`src/logic/clk_ctrl_pkg.sv`:
```
// constants, encodings and carrier types for the clock output and crystal control block
// assumes an axi4-lite master with 32-bit data and one word per register
package clk_ctrl_pkg;

  // register indices as printed; the byte address is four times the index
  localparam logic [15:0] IDX_CLOCK_OUTPUT_PIN_CTRL = 16'h4090;
  localparam logic [15:0] IDX_XTAL_CTRL   = 16'h4091;
  localparam logic [15:0] IDX_STATUS      = 16'h40c0;
  localparam logic [31:0] ADDR_CLOCK_OUTPUT_PIN_CTRL = {14'h0000, IDX_CLOCK_OUTPUT_PIN_CTRL, 2'b00};
  localparam logic [31:0] ADDR_XTAL_CTRL   = {14'h0000, IDX_XTAL_CTRL, 2'b00};
  localparam logic [31:0] ADDR_STATUS      = {14'h0000, IDX_STATUS, 2'b00};

  // clock_output_control fields
  localparam int unsigned CLK_ENA_BIT  = 15;
  localparam int unsigned DRIVE_BIT    = 13;
  localparam int unsigned ON_SLOT_LSB  = 8;
  localparam int unsigned SLP_SLOT_LSB = 4;

  // crystal_oscillator_control fields
  localparam int unsigned INHIBIT_BIT   = 15;
  localparam int unsigned CRYSTAL_OSC_ENABLE_BIT  = 13;
  localparam int unsigned KEEPALIVE_BIT = 12;

  // status fields (read only)
  localparam int unsigned ST_ACTIVE_BIT = 0;
  localparam int unsigned ST_SRC_BIT    = 1;
  localparam int unsigned ST_KEY_BIT    = 2;
  localparam int unsigned ST_XVALID_BIT = 3;

  // reset values
  localparam logic [15:0] CLOCK_OUTPUT_PIN_CTRL_RST = 16'h0000;
  localparam logic [15:0] XTAL_CTRL_RST   = 16'h1000;

  // timeslot codes
  localparam logic [2:0] SLOT_FIRST = 3'h1;
  localparam logic [2:0] SLOT_LAST  = 3'h5;
  localparam logic [2:0] SLOT_MIRROR = 3'h6;

  // axi response codes
  localparam logic [1:0] RESP_OKAY   = 2'b00;
  localparam logic [1:0] RESP_SLVERR = 2'b10;

  typedef enum logic [1:0] {PWR_OFF, PWR_ON, PWR_SLEEP, PWR_BACKUP} pwr_state_t;

  typedef struct packed {
    logic        awvalid;
    logic [31:0] awaddr;
    logic        wvalid;
    logic [31:0] wdata;
    logic [3:0]  wstrb;
    logic        bready;
    logic        arvalid;
    logic [31:0] araddr;
    logic        rready;
  } axil_req_t;

  typedef struct packed {
    logic        awready;
    logic        wready;
    logic        bvalid;
    logic [1:0]  bresp;
    logic        arready;
    logic        rvalid;
    logic [31:0] rdata;
    logic [1:0]  rresp;
  } axil_rsp_t;

  // configuration image pushed by the non-volatile loader
  typedef struct packed {
    logic        valid;
    logic [15:0] clock_output_pin_ctrl;
    logic [15:0] xtal_ctrl;
  } cfg_load_t;

  // one pulse per timeslot of the power-up or sleep sequence
  typedef struct packed {
    logic       strobe;
    logic       sleeping;
    logic [2:0] slot;
  } slot_evt_t;

  // sampled oscillator levels and crystal health
  typedef struct packed {
    logic rc_level;
    logic xtal_level;
    logic xtal_valid;
  } osc_in_t;

endpackage : clk_ctrl_pkg

```
`src/logic/clock_output_crystal_control.sv`:
```
// clock output pin control and crystal oscillator control with an axi4-lite register slave
// assumes all inputs synchronous to aclk; oscillator levels arrive already sampled
// assumes the sequencer strobes one slot event per timeslot, power-up or sleep
// assumes the configuration loader is the only path that may set the crystal enable
`timescale 1ns/100ps

module clock_output_crystal_control (
  input  wire logic                    aclk,
  input  wire logic                    aresetn,
  input  wire clk_ctrl_pkg::axil_req_t axil_req,
  output      clk_ctrl_pkg::axil_rsp_t axil_rsp,
  input  wire logic                    key_unlocked,
  input  wire clk_ctrl_pkg::cfg_load_t cfg_load,
  input  wire clk_ctrl_pkg::slot_evt_t slot_evt,
  input  wire clk_ctrl_pkg::pwr_state_t pwr_state,
  input  wire clk_ctrl_pkg::osc_in_t   osc_in,
  input  wire logic                    on_request,
  output      logic                    on_grant,
  output      logic                    xtal_osc_run,
  output      logic                    rtc_clock_en,
  output      logic                    clock_src_xtal,
  output      logic                    clock_output_pin_o,
  output      logic                    clock_output_pin_oe
);
  import clk_ctrl_pkg::*;

  typedef struct packed {
    logic        clock_out_enable_bit;
    logic        clock_out_drive_type;
    logic [2:0]  clock_out_on_slot;
    logic [2:0]  clock_out_sleep_slot;
    logic        crystal_startup_inhibit;
    logic        crystal_osc_enable;
    logic        rtc_backup_keepalive;
    logic        out_active;
    logic        src_xtal;
    logic        pin_o;
    logic        pin_oe;
    logic        aw_have;
    logic [31:0] aw_addr;
    logic        w_have;
    logic [31:0] wdata;
    logic [3:0]  wstrb;
    logic        bvalid;
    logic [1:0]  bresp;
    logic        rvalid;
    logic [31:0] rdata;
    logic [1:0]  rresp;
  } state_t;

  // registered state and the next value that one always_comb builds
  state_t q;
  state_t d;

  // bus decode, register images and sequencer helpers
  logic        aw_take;
  logic        w_take;
  logic        ar_take;
  logic        do_write;
  logic [31:0] wr_addr;
  logic [31:0] wr_data;
  logic [3:0]  wr_strb;
  logic [15:0] clock_output_pin_word;
  logic [15:0] xtal_word;
  logic [15:0] status_word;
  logic [15:0] merged;
  logic        on_hit;
  logic        sleep_hit;
  logic        sleep_coded;
  logic        want_xtal;
  logic        level;

  // merge the two low byte lanes; upper lanes carry nothing and are dropped
  function automatic logic [15:0] merge_lanes(input logic [15:0] old_v,
                                               input logic [15:0] new_v,
                                               input logic [1:0]  strb);
    logic [15:0] r;
    r = old_v;
    if (strb[0]) begin
      r[7:0] = new_v[7:0];
    end
    if (strb[1]) begin
      r[15:8] = new_v[15:8];
    end
    return r;
  endfunction : merge_lanes

  // register images as software sees them; reserved bits read as zero
  always_comb begin
    clock_output_pin_word = 16'h0000;
    clock_output_pin_word[CLK_ENA_BIT] = q.clock_out_enable_bit;
    clock_output_pin_word[DRIVE_BIT] = q.clock_out_drive_type;
    clock_output_pin_word[ON_SLOT_LSB +: 3] = q.clock_out_on_slot;
    clock_output_pin_word[SLP_SLOT_LSB +: 3] = q.clock_out_sleep_slot;
    xtal_word = 16'h0000;
    xtal_word[INHIBIT_BIT] = q.crystal_startup_inhibit;
    xtal_word[CRYSTAL_OSC_ENABLE_BIT] = q.crystal_osc_enable;
    xtal_word[KEEPALIVE_BIT] = q.rtc_backup_keepalive;
    status_word = 16'h0000;
    status_word[ST_ACTIVE_BIT] = q.out_active;
    status_word[ST_SRC_BIT] = q.src_xtal;
    status_word[ST_KEY_BIT] = key_unlocked;
    status_word[ST_XVALID_BIT] = osc_in.xtal_valid;
  end

  // handshakes: address and data are taken independently, one write at a time
  assign aw_take = axil_req.awvalid && !q.aw_have && !q.bvalid;
  assign w_take  = axil_req.wvalid && !q.w_have && !q.bvalid;
  assign ar_take = axil_req.arvalid && !q.rvalid;

  // a write fires once both halves are held or arrive this cycle
  assign do_write = (q.aw_have || aw_take) && (q.w_have || w_take);
  assign wr_addr  = q.aw_have ? q.aw_addr : axil_req.awaddr;
  assign wr_data  = q.w_have ? q.wdata : axil_req.wdata;
  assign wr_strb  = q.w_have ? q.wstrb : axil_req.wstrb;

  // sequencer slot decode
  // sleep codes count down from slot five, so code c acts in slot six minus c
  assign on_hit = slot_evt.strobe && !slot_evt.sleeping &&
                  (q.clock_out_on_slot >= SLOT_FIRST) &&
                  (q.clock_out_on_slot <= SLOT_LAST) &&
                  (slot_evt.slot == q.clock_out_on_slot);
  assign sleep_coded = (q.clock_out_sleep_slot >= SLOT_FIRST) &&
                       (q.clock_out_sleep_slot <= SLOT_LAST);
  assign sleep_hit = slot_evt.strobe && slot_evt.sleeping && sleep_coded &&
                     (slot_evt.slot == 3'(SLOT_MIRROR - q.clock_out_sleep_slot));

  // crystal takes over only once reported valid and its enable bit is set
  assign want_xtal = osc_in.xtal_valid && q.crystal_osc_enable;
  assign level     = q.src_xtal ? osc_in.xtal_level : osc_in.rc_level;

  // next-state logic for registers, sequencing and the bus slave
  always_comb begin
    d = q;
    merged = 16'h0000;

    // each write half is held until its partner arrives, so either order works
    if (aw_take) begin
      d.aw_have = 1'b1;
      d.aw_addr = axil_req.awaddr;
    end
    if (w_take) begin
      d.w_have = 1'b1;
      d.wdata  = axil_req.wdata;
      d.wstrb  = axil_req.wstrb;
    end

    if (do_write) begin
      d.aw_have = 1'b0;
      d.w_have  = 1'b0;
      d.bvalid  = 1'b1;
      d.bresp   = RESP_OKAY;
      unique case (wr_addr)
        ADDR_CLOCK_OUTPUT_PIN_CTRL: begin
          merged = merge_lanes(clock_output_pin_word, wr_data[15:0], wr_strb[1:0]);
          d.clock_out_drive_type = merged[DRIVE_BIT];
          d.clock_out_on_slot = merged[ON_SLOT_LSB +: 3];
          d.clock_out_sleep_slot = merged[SLP_SLOT_LSB +: 3];
          // drive type and slot fields take every write, locked or not;
          // a locked write leaves the enable and the output untouched, and a
          // write that skips the upper byte lane must not undo a slot event
          if (key_unlocked && wr_strb[1]) begin
            d.clock_out_enable_bit = merged[CLK_ENA_BIT];
            d.out_active = merged[CLK_ENA_BIT];
          end
        end
        ADDR_XTAL_CTRL: begin
          merged = merge_lanes(xtal_word, wr_data[15:0], wr_strb[1:0]);
          d.crystal_startup_inhibit = merged[INHIBIT_BIT];
          d.rtc_backup_keepalive = merged[KEEPALIVE_BIT];
          // crystal enable bit is deliberately not written here
        end
        ADDR_STATUS: begin
          d.bresp = RESP_OKAY;                                            // read-only, write dropped
        end
        default: begin
          d.bresp = RESP_SLVERR;
        end
      endcase
    end

    // the response leaves once the master has taken it
    if (q.bvalid && axil_req.bready) begin
      d.bvalid = 1'b0;
    end

    // read data is captured at address acceptance and held until rready
    if (ar_take) begin
      d.rvalid = 1'b1;
      d.rresp  = RESP_OKAY;
      unique case (axil_req.araddr)
        ADDR_CLOCK_OUTPUT_PIN_CTRL: d.rdata = {16'h0000, clock_output_pin_word};
        ADDR_XTAL_CTRL:   d.rdata = {16'h0000, xtal_word};
        ADDR_STATUS:      d.rdata = {16'h0000, status_word};
        // unmapped reads answer with an error and zero data
        default: begin
          d.rdata = 32'h0000_0000;
          d.rresp = RESP_SLVERR;
        end
      endcase
    end else if (q.rvalid && axil_req.rready) begin
      d.rvalid = 1'b0;
    end

    // a configuration load overrides a bus write in the same cycle
    if (cfg_load.valid) begin
      d.clock_out_enable_bit = cfg_load.clock_output_pin_ctrl[CLK_ENA_BIT];
      d.clock_out_drive_type = cfg_load.clock_output_pin_ctrl[DRIVE_BIT];
      d.clock_out_on_slot = cfg_load.clock_output_pin_ctrl[ON_SLOT_LSB +: 3];
      d.clock_out_sleep_slot = cfg_load.clock_output_pin_ctrl[SLP_SLOT_LSB +: 3];
      d.crystal_startup_inhibit = cfg_load.xtal_ctrl[INHIBIT_BIT];
      d.crystal_osc_enable = cfg_load.xtal_ctrl[CRYSTAL_OSC_ENABLE_BIT];
      d.rtc_backup_keepalive = cfg_load.xtal_ctrl[KEEPALIVE_BIT];
      d.out_active = cfg_load.clock_output_pin_ctrl[CLK_ENA_BIT];
    end

    // sequencer slots come last so a slot event is never lost to a write
    if (on_hit) begin
      d.out_active = 1'b1;
    end
    if (sleep_hit) begin
      d.out_active = 1'b0;
    end

    // source switch is registered and follows each change of valid and enable, never mid-slot glitching
    d.src_xtal = want_xtal;

    // pin drive: cmos drives both levels, open drain only pulls low
    // limitation: open drain needs an outside pull-up to show a high level
    if (!q.out_active) begin
      d.pin_o  = 1'b0;
      d.pin_oe = 1'b0;
    end else if (q.clock_out_drive_type) begin
      d.pin_o  = 1'b0;
      d.pin_oe = !level;
    end else begin
      d.pin_o  = level;
      d.pin_oe = 1'b1;
    end
  end

  // single state register, synchronous active-low reset
  always_ff @(posedge aclk) begin
    if (!aresetn) begin
      // clear everything, then lay the register defaults over it
      q <= '0;
      q.clock_out_enable_bit <= CLOCK_OUTPUT_PIN_CTRL_RST[CLK_ENA_BIT];
      q.clock_out_drive_type <= CLOCK_OUTPUT_PIN_CTRL_RST[DRIVE_BIT];
      q.clock_out_on_slot <= CLOCK_OUTPUT_PIN_CTRL_RST[ON_SLOT_LSB +: 3];
      q.clock_out_sleep_slot <= CLOCK_OUTPUT_PIN_CTRL_RST[SLP_SLOT_LSB +: 3];
      q.crystal_startup_inhibit <= XTAL_CTRL_RST[INHIBIT_BIT];
      q.crystal_osc_enable <= XTAL_CTRL_RST[CRYSTAL_OSC_ENABLE_BIT];
      q.rtc_backup_keepalive <= XTAL_CTRL_RST[KEEPALIVE_BIT];
      q.bresp <= RESP_OKAY;
      q.rresp <= RESP_OKAY;
    end else begin
      q <= d;
    end
  end

  // bus answers
  // readies come only from registered state, so a new request is taken the cycle after a response leaves
  assign axil_rsp.awready = !q.aw_have && !q.bvalid;
  assign axil_rsp.wready  = !q.w_have && !q.bvalid;
  assign axil_rsp.bvalid  = q.bvalid;
  assign axil_rsp.bresp   = q.bresp;
  assign axil_rsp.arready = !q.rvalid;
  assign axil_rsp.rvalid  = q.rvalid;
  assign axil_rsp.rdata   = q.rdata;
  assign axil_rsp.rresp   = q.rresp;

  // on transition waits for the crystal only when inhibit is set
  // without inhibit the transition goes ahead and the rc oscillator covers the gap
  assign on_grant = on_request &&
                    (!q.crystal_startup_inhibit || osc_in.xtal_valid);

  // oscillator runs in off/on/sleep when enabled; backup needs keep-alive too
  // this only requests the oscillator; its start-up time is the caller's concern
  assign xtal_osc_run = q.crystal_osc_enable &&
                        ((pwr_state != PWR_BACKUP) || q.rtc_backup_keepalive);

  // rtc clocked outside backup; in backup both bits must be set
  assign rtc_clock_en = (pwr_state != PWR_BACKUP) ||
                        (q.rtc_backup_keepalive && q.crystal_osc_enable);

  // source and pin come straight from flip-flops so the pin cannot glitch
  assign clock_src_xtal      = q.src_xtal;
  assign clock_output_pin_o  = q.pin_o;
  assign clock_output_pin_oe = q.pin_oe;

endmodule : clock_output_crystal_control

```
`config.mk`:
```
export PLATFORM = sky130hd
export DESIGN_NAME = clock_output_crystal_control
export DESIGN_NICKNAME = d
export VERILOG_FILES = /design/src/logic/clk_ctrl_pkg.sv /design/src/logic/clock_output_crystal_control.sv
export SDC_FILE = /design/constraint.sdc
export NUM_CORES = 1
export LEC_CHECK = 0
export BUFFER_PORTS_ARGS = -buffer_cell sky130_fd_sc_hd__buf_2
export CAP_MARGIN = 20
export CORE_ASPECT_RATIO = 0.75
export CORE_MARGIN = 2
export CORE_UTILIZATION = 40
export CTS_BUF_LIST = sky130_fd_sc_hd__clkbuf_8
export CTS_CLUSTER_DIAMETER = 100
export DETAILED_ROUTE_END_ITERATION = 12
export PLACE_DENSITY = 0.71
export SETUP_SLACK_MARGIN = 0.15
export SKIP_CTS_REPAIR_TIMING = 1
export SYNTH_ARGS = -nofsm -noshare
export SYNTH_HDL_FRONTEND = slang
export SYNTH_SLANG_ARGS = --single-unit
```
`constraint.sdc`:
```
create_clock -name aclk -period 3.6 [get_ports aclk]
set_input_delay 0.36 -clock aclk [delete_from_list [all_inputs] [get_ports aclk]]
set_output_delay 0.36 -clock aclk [all_outputs]
set_load 0.01 [all_outputs]
```
==> results.md, run 1 <==
* Status: complete, no violations
* Detailed Route Iter0 Violations at about 120
* Setup Skew at 10.7 ps
* Starting Density at 0.412
* Number of global-route vias before repair at 3304
* Synth Instances at between 400 and 500
* Seq/Total Area, Yosys at 0.386
* Crit share post-route at 0.638
* Required time of the critical path at ~3800 ps
* Vias per cell at 4.99
* Antenna diodes at 0
* Row count at 31
* Non-Filler Instances at 717
* Logic gate share of total power at 0.166
* Worst slew pin tran at 1030 ps
* PD cells at roughly 410 nW/um^2
* Count leader, synth: nand2_1
* Post-place setup slack at between 1000 and 1500 ps
* Final setup viols at 0
* CTS root buffer: clkbuf_8
* Switching share of power at 0.272
* First-pass GRT wire length at 15.5 mm
* Max IR drop VDD at 171 uV
* Setup TNS at 0 ps
* Synth cell types at 56
* Hold Crit Class: in2reg
* Die height at 90.5 um
* Pleak at 2.02 nW
* Switching pwr at between 0.5 and 0.6 mW
* Top post-synthesis cells by count: 107 x nand2_1, 77 x dfxtp_1, 44 x a21boi_0
* Post-synth EDFFs at 0
* Yosys warns at 0
* Placed cells at 700
* Via count at 3577
* GRT Overall Usage at 0.178
* CTS clk-pin slew, worst paths at approximately 80 ps
* Width of the die at around 120 um
* Crit end category: flop
* Routed Antenna Nets at 0
* Max cap viols at 0
* Yosys reg bits at 77
* Worst skew pair latency at 350 ps
* Synth area leaders: dfxtp_1 39%, nand2_1 10%, a21boi_0 8.3%
* # clock sinks at 77
* Worst Hold Depth at 3
* Post-route minimum period at 2300 ps
* Seq pwr share at 0.486
* Port buffer count at 131
* Min-delay src: axil_req[45]
* Most common flop cell mapped by yosys: dfxtp_1
* Max-slew headroom at 0.308
* Reg2reg start: q[107]
* Worst-case clock buffer depth at 2
* DRC at 0
* Mapped cell area at 3990 um^2
* Core ar. at roughly 9700 um^2
* CP max FO at 16
* Hold Path End: q[48]
* Crit path DAT at 2510 ps
* Pin count of the biggest net entering global routing at 43
* Total clock buffers created by CTS at 9
* Yosys top cell by area: dfxtp_1
* CTS tree: built
* Hold Violations, Final at 0
* Worst setup margin at 1300 ps
* Layout area overhead at 18.6%
* Nets at 734
* Routed WL per cell at approximately 14 um
* Worst R2R End: q[111]
* Post-synth ARST share at 0
* Final HPWL DP at roughly 7.6 mm
* I/O pin total at 199
* CP peak stage delay at 770 ps
* Gpl congestion at 0.802
* Die ar. at 10800 um^2
* Final-report max-slew violation count at 0
* CP Launch Type: flop
* Initial antenna violation count at 1
* Critical-path cell list: nor4b_4 > nand2_2 > a2111oi_4 > a31oi_1 > nor3_1 > a211oi_1
* Final core occ at 0.488
* Layout cells sized above 1 at 0.284
* Htree depth at 3
* Clock power frac at 0.348
* Crit path max-delay cell type: dfxtp_1
* RSZ-0062 raised after global routing: no
* WS Path Type: reg2reg
* Syn avg cell area at 8.37 um^2
* Grt ovf at 0
* Register-to-Register Setup Slack at 1300 ps
* Yosys top cell area share at 0.386
* Max Freq at 436 MHz
* Int Power at 1.42 mW
* WL final at 9.76 mm
* Reg2reg path depth at 6
* TritonRoute pass-1 iters at 4
## worst max-delay path: cells and delay by family, from the launching register on
kind               cells  cell delay (ps)
AOI/OAI and AO/OA      3              730
and+or+nand+nor        3              670
DFF                    1              770
## area by class of cell
class,count,area (um^2)
well taps,132,165
inverters,8,30.0
clock inverters,4,46.3
flip-flops and latches,77,1540
fillers,980,4960
repair buffers,134,686
clock buffers,12,165
multi-input cells,350,2100
## power groups by stage
| stage | Sequential (mW) | Combinational [mW] | Clock [mW] |
|---|---|---|---|
| final | 0.946 | 0.323 | 0.679 |
| after floorplan | 0.951 | 0.234 | 0 |
| after global placement | 0.962 | 0.312 | 0 |
| after global routing | 0.953 | 0.363 | 0.731 |
| after detailed placement | 0.966 | 0.321 | 0 |
| after CTS | 0.945 | 0.322 | 0.699 |
## registers in the layout, summed over array words and instances (netlist names)
| register | cells |
|---|---|
| axil_rsp | 17 |
| clock_output_pin_o | 1 |
| clock_output_pin_oe | 1 |
| clock_output_pin_word | 8 |
| clock_src_xtal | 1 |
| q | 49 |
## routing by layer
| metal | GRT usage | vias to the layer above | share of wire |
|---|---|---|---|
| li1 | - | 1811 | - |
| met1 | 0.236 | 1687 | 0.48 |
| met2 | 0.279 | 73 | 0.47 |
| met3 | 0.0467 | 6 | 0.042 |
| met4 | 0.0657 | 0 | 0.012 |
| met5 | 0 | - | 0 |
## how the worst max path moves through the flow
stage / slack, ps / from / depth (start not counted) / end
floorplan: 1950 / axil_req[72] / 6 / q[111]
global placement: 1400 / q[107] / 6 / q[111]
detailed placement: 1340 / q[107] / 6 / q[111]
CTS: 1330 / q[107] / 6 / q[111]
global route: 1080 / q[107] / 6 / q[111]
finish: 1300 / q[107] / 6 / q[111]
## through the flow
step | power, mW | hold WS (ps) | instance area [um^2]
after floorplan | 1.18 | 432 | 4070
after global placement | 1.27 | 447 | 4510
after detailed placement | 1.29 | 458 | 4510
after CTS | 1.97 | 251 | 4720
after global routing | 2.05 | 262 | 4730
final | 1.95 | 264 | 4730
## placed cells by master (no fill, tap or decap), types with 2 or more instances in the layout
cell,instances
conb_1,21
buf_4,2
nor3b_1,2
dfxtp_1,77
xnor2_1,3
nand2_1,107
a211oi_1,2
nor2b_1,12
buf_2,131
o211ai_1,7
nor4b_2,2
ha_1,2
mux2i_1,15
a21boi_0,44
nor2_1,18
mux2_2,5
and2_1,4
nand3_1,11
o21ai_0,12
inv_1,8
nand4_1,7
a22oi_1,6
or3_1,2
clkbuf_8,12
nand3b_1,2
nor4_1,9
a21oi_1,9
nor3_1,10
a31oi_1,6
nor4b_1,4
a22o_1,6
## cells by family (layout without fill, tap and decap cells)
kind of cell / count (synthesis) / in the layout / share of synthesized area
compound gates: 103 / 103 / 0.191
xor+xnor: 3 / 3 / 0.00658
fa+ha+maj: 2 / 2 / 0.00627
buf+inv: 70 / 158 / 0.107
flops: 77 / 77 / 0.386
mux: 21 / 21 / 0.0552
other cells: 1 / 21 / 0.000939
simple gates: 200 / 200 / 0.247
Power figures use the tool's default switching activity.
==> inputs of run 2 (changes only) <==
ABC_AREA = 1   (was not set)
PLACE_DENSITY = 0.74   (was 0.71)
clock period = 1.9 ns   (was 3.6 ns; I/O delays follow)
==> results.md, run 2 <==
* Post-synth ARST share at 0 (unchanged)
* Post-synth EDFFs at 0 (unchanged)
* Routed WL per cell at 12.4 um (was 13.6 um)
* WS Path Type: reg2reg (unchanged)
* Routed Antenna Nets at 0 (unchanged)
* CP Launch Type: flop (unchanged)
* Final HPWL DP at 8.20 mm (was 7.59 mm)
* Pleak at 2.38 nW (was 2.02 nW)
* Top post-synthesis cells by count: 142 x nor2_1, 104 x nand2_1, 77 x dfxtp_1 (was 107 x nand2_1, 77 x dfxtp_1, 44 x a21boi_0)
* CTS tree: built (unchanged)
* Mapped cell area at 4010 um^2 (was 3990 um^2)
* CTS clk-pin slew, worst paths at 80 ps (about the same)
* Detailed Route Iter0 Violations at 268 (was 116)
* Syn avg cell area at 6.65 um^2 (was 8.37 um^2)
* # clock sinks at 77 (unchanged)
* Setup Skew at 8.02 ps (was 10.7 ps)
* Status: complete, no violations (unchanged)
* Port buffer count at 131 (unchanged)
* Max reg flops at 49 (unchanged)
* Synth cell types at 36 (was 56)
* Row count at 31 (unchanged)
* Nets at 873 (was 734)
* Yosys reg bits at 77 (unchanged)
* Number of global-route vias before repair at 3743 (was 3304)
* Antenna diodes at 0 (unchanged)
* Core ar. at 9700 um^2 (unchanged)
* CTS root buffer: clkbuf_8 (unchanged)
* Synth Instances at 603 (was 477)
* Largest Register: q (unchanged)
* Gpl congestion at 0.903 (was 0.802)
* TritonRoute pass-1 iters at 4 (unchanged)
* Placed cells at 839 (was 700)
* Final-report max-slew violation count at 0 (unchanged)
* Initial antenna violation count at 0 (was 1)
* Crit path DAT at 1880 ps (was 2510 ps)
* Min-delay src: axil_req[95] (was axil_req[45])
* Non-Filler Instances at 856 (was 717)
* Max IR drop VDD at 480 uV (was 171 uV)
* Most frequent cells in the layout: 139 x nor2_1, 131 x buf_2, 104 x nand2_1, 75 x dfxtp_1, 71 x o21ai_0 (was 131 x buf_2, 107 x nand2_1, 77 x dfxtp_1, 44 x a21boi_0, 21 x conb_1)
* Yosys warns at 0 (unchanged)
* Reg2reg start: clock_output_pin_word[5] (was q[107])
* Max cap viols at 0 (unchanged)
* Max-slew headroom at 0.647 (was 0.308)
* Most common cell after layout, fill and taps aside: nor2_1 (was buf_2)
* Die height at 90.7 um (was 90.5 um)
* DRC at 0 (unchanged)
* Grt ovf at 0 (unchanged)
* Seq/Total Area, Yosys at 0.384 (was 0.386)
* Crit share post-route at 0.858 (was 0.638)
* Worst slew pin tran at 527 ps (was 1030 ps)
* Starting Density at 0.414 (was 0.412)
* GRT Overall Usage at 0.196 (was 0.178)
* Layout area overhead at 22.5% (was 18.6%)
* WL final at 10.7 mm (was 9.76 mm)
* Crit end category: flop (unchanged)
* Total clock buffers created by CTS at 9 (unchanged)
* Max Freq at 614 MHz (was 436 MHz)
* PD cells at 935 nW/um^2 (was 412 nW/um^2)
* Die ar. at 10900 um^2 (was 10800 um^2)
* Reg2reg path depth at 9 (was 6)
* RSZ-0062 raised after global routing: yes (was no)
* Vias per cell at 4.81 (was 4.99)
* Via count at 4116 (was 3577)
* Pin count of the biggest net entering global routing at 35 (was 43)
* Hold slack at 71.3 ps (was 264 ps)
* First-pass GRT wire length at 17.3 mm (was 15.5 mm)
* Required time of the critical path at 2150 ps (was 3820 ps)
* Final setup viols at 0 (unchanged)
* Worst-case clock buffer depth at 2 (unchanged)
* Worst skew pair latency at 350 ps (about the same)
* Width of the die at 120 um (was 119 um)
* Hold Crit Class: in2reg (unchanged)
* Htree depth at 3 (unchanged)
* I/O pin total at 199 (unchanged)
* Post-route minimum period at 1630 ps (was 2300 ps)
* Worst Hold Depth at 3 (unchanged)
* Yosys top cell area share at 0.384 (was 0.386)
* Count leader, synth: nor2_1 (was nand2_1)
* Yosys top cell by area: dfxtp_1 (unchanged)
* Most common flop cell mapped by yosys: dfxtp_1 (unchanged)
* Synth area leaders: dfxtp_1 38%, nor2_1 13%, nand2_1 9.7% (was dfxtp_1 39%, nand2_1 10%, a21boi_0 8.3%)
* Worst Setup SP: clock_output_pin_word[5] (was q[107])
* Layout cells sized above 1 at 0.247 (was 0.284)
* Hold Violations, Final at 0 (unchanged)
* Setup TNS at 0 ps (unchanged)
* CP max FO at 5 (was 16)
==> run 2: kinds of logic (layout without fill, tap and decap cells) <==
| kind of cell | after synthesis | after routing | share of synthesized area |
|---|---|---|---|
| multiplexers | 5 | 5 | 0.0125 |
| AO/OA/AOI/OAI | 118 | 118 | 0.151 |
| other | 1 | 21 | 0.000935 |
| buffers and inverters | 101 | 202 | 0.132 |
| adder cells (fa/ha/maj) | 2 | 2 | 0.00624 |
| XOR/XNOR | 5 | 5 | 0.0109 |
| flip-flops | 77 | 77 | 0.384 |
| AND/OR/NAND/NOR | 294 | 294 | 0.302 |
==> run 2: per-stage QoR <==
stage	total power [mW]	setup WS (ps)	instance area (um^2)	util
3_5_place_dp	3.12	184	4620	0.477
5_1_grt	4.88	127	4910	0.507
2_1_floorplan	2.79	436	4090	-
6_report	4.59	270	4910	0.507
4_1_cts	4.60	171	4860	0.501
3_3_place_gp	3.07	259	4620	0.477
==> run 2: critical path: stages (launching register included) <==
cell and delay (ps):
dfxtp_1 440, inv_1 90, ha_1 280, inv_1 50
nand2_1 50, o21ai_0 100, a2111oi_2 230, nand2_1 70
o21ai_0 160, nor2_1 60
==> run 2: per-layer routing <==
layer / wire length (um) / up-vias / GRT usage
met2: 4900 / 160 / 0.323
met4: 108 / 0 / 0.0539
met3: 888 / 11 / 0.0518
met5: 0 / - / 0
li1: - / 2103 / -
met1: 4760 / 1842 / 0.253
==> run 2: power breakdown <==
group	internal (mW)	switching, mW	leakage [nW]	total, mW
clock	0.868	0.614	0.123	1.48
sequential	1.84	0.147	0.637	1.99
combinational	0.432	0.694	1.62	1.13
total	3.14	1.45	2.38	4.59
==> run 2: cell type report <==
cell class,instances,area (um^2)
Fill cell,998,4780
Multi-Input combinational cell,445,2050
Sequential cell,77,1550
Timing Repair Buffer,143,752
Tap cell,132,165
Inverter,43,164
Clock buffer,9,124
Clock inverter,7,114
==> run 2: path summary, 6_finish.rpt <==
kind	to	slack [ps]
worst max register to register	q[111]	270
worst max-delay path	q[111]	270
worst min-delay path	q[98]	70
worst min register to register	q[47]	460
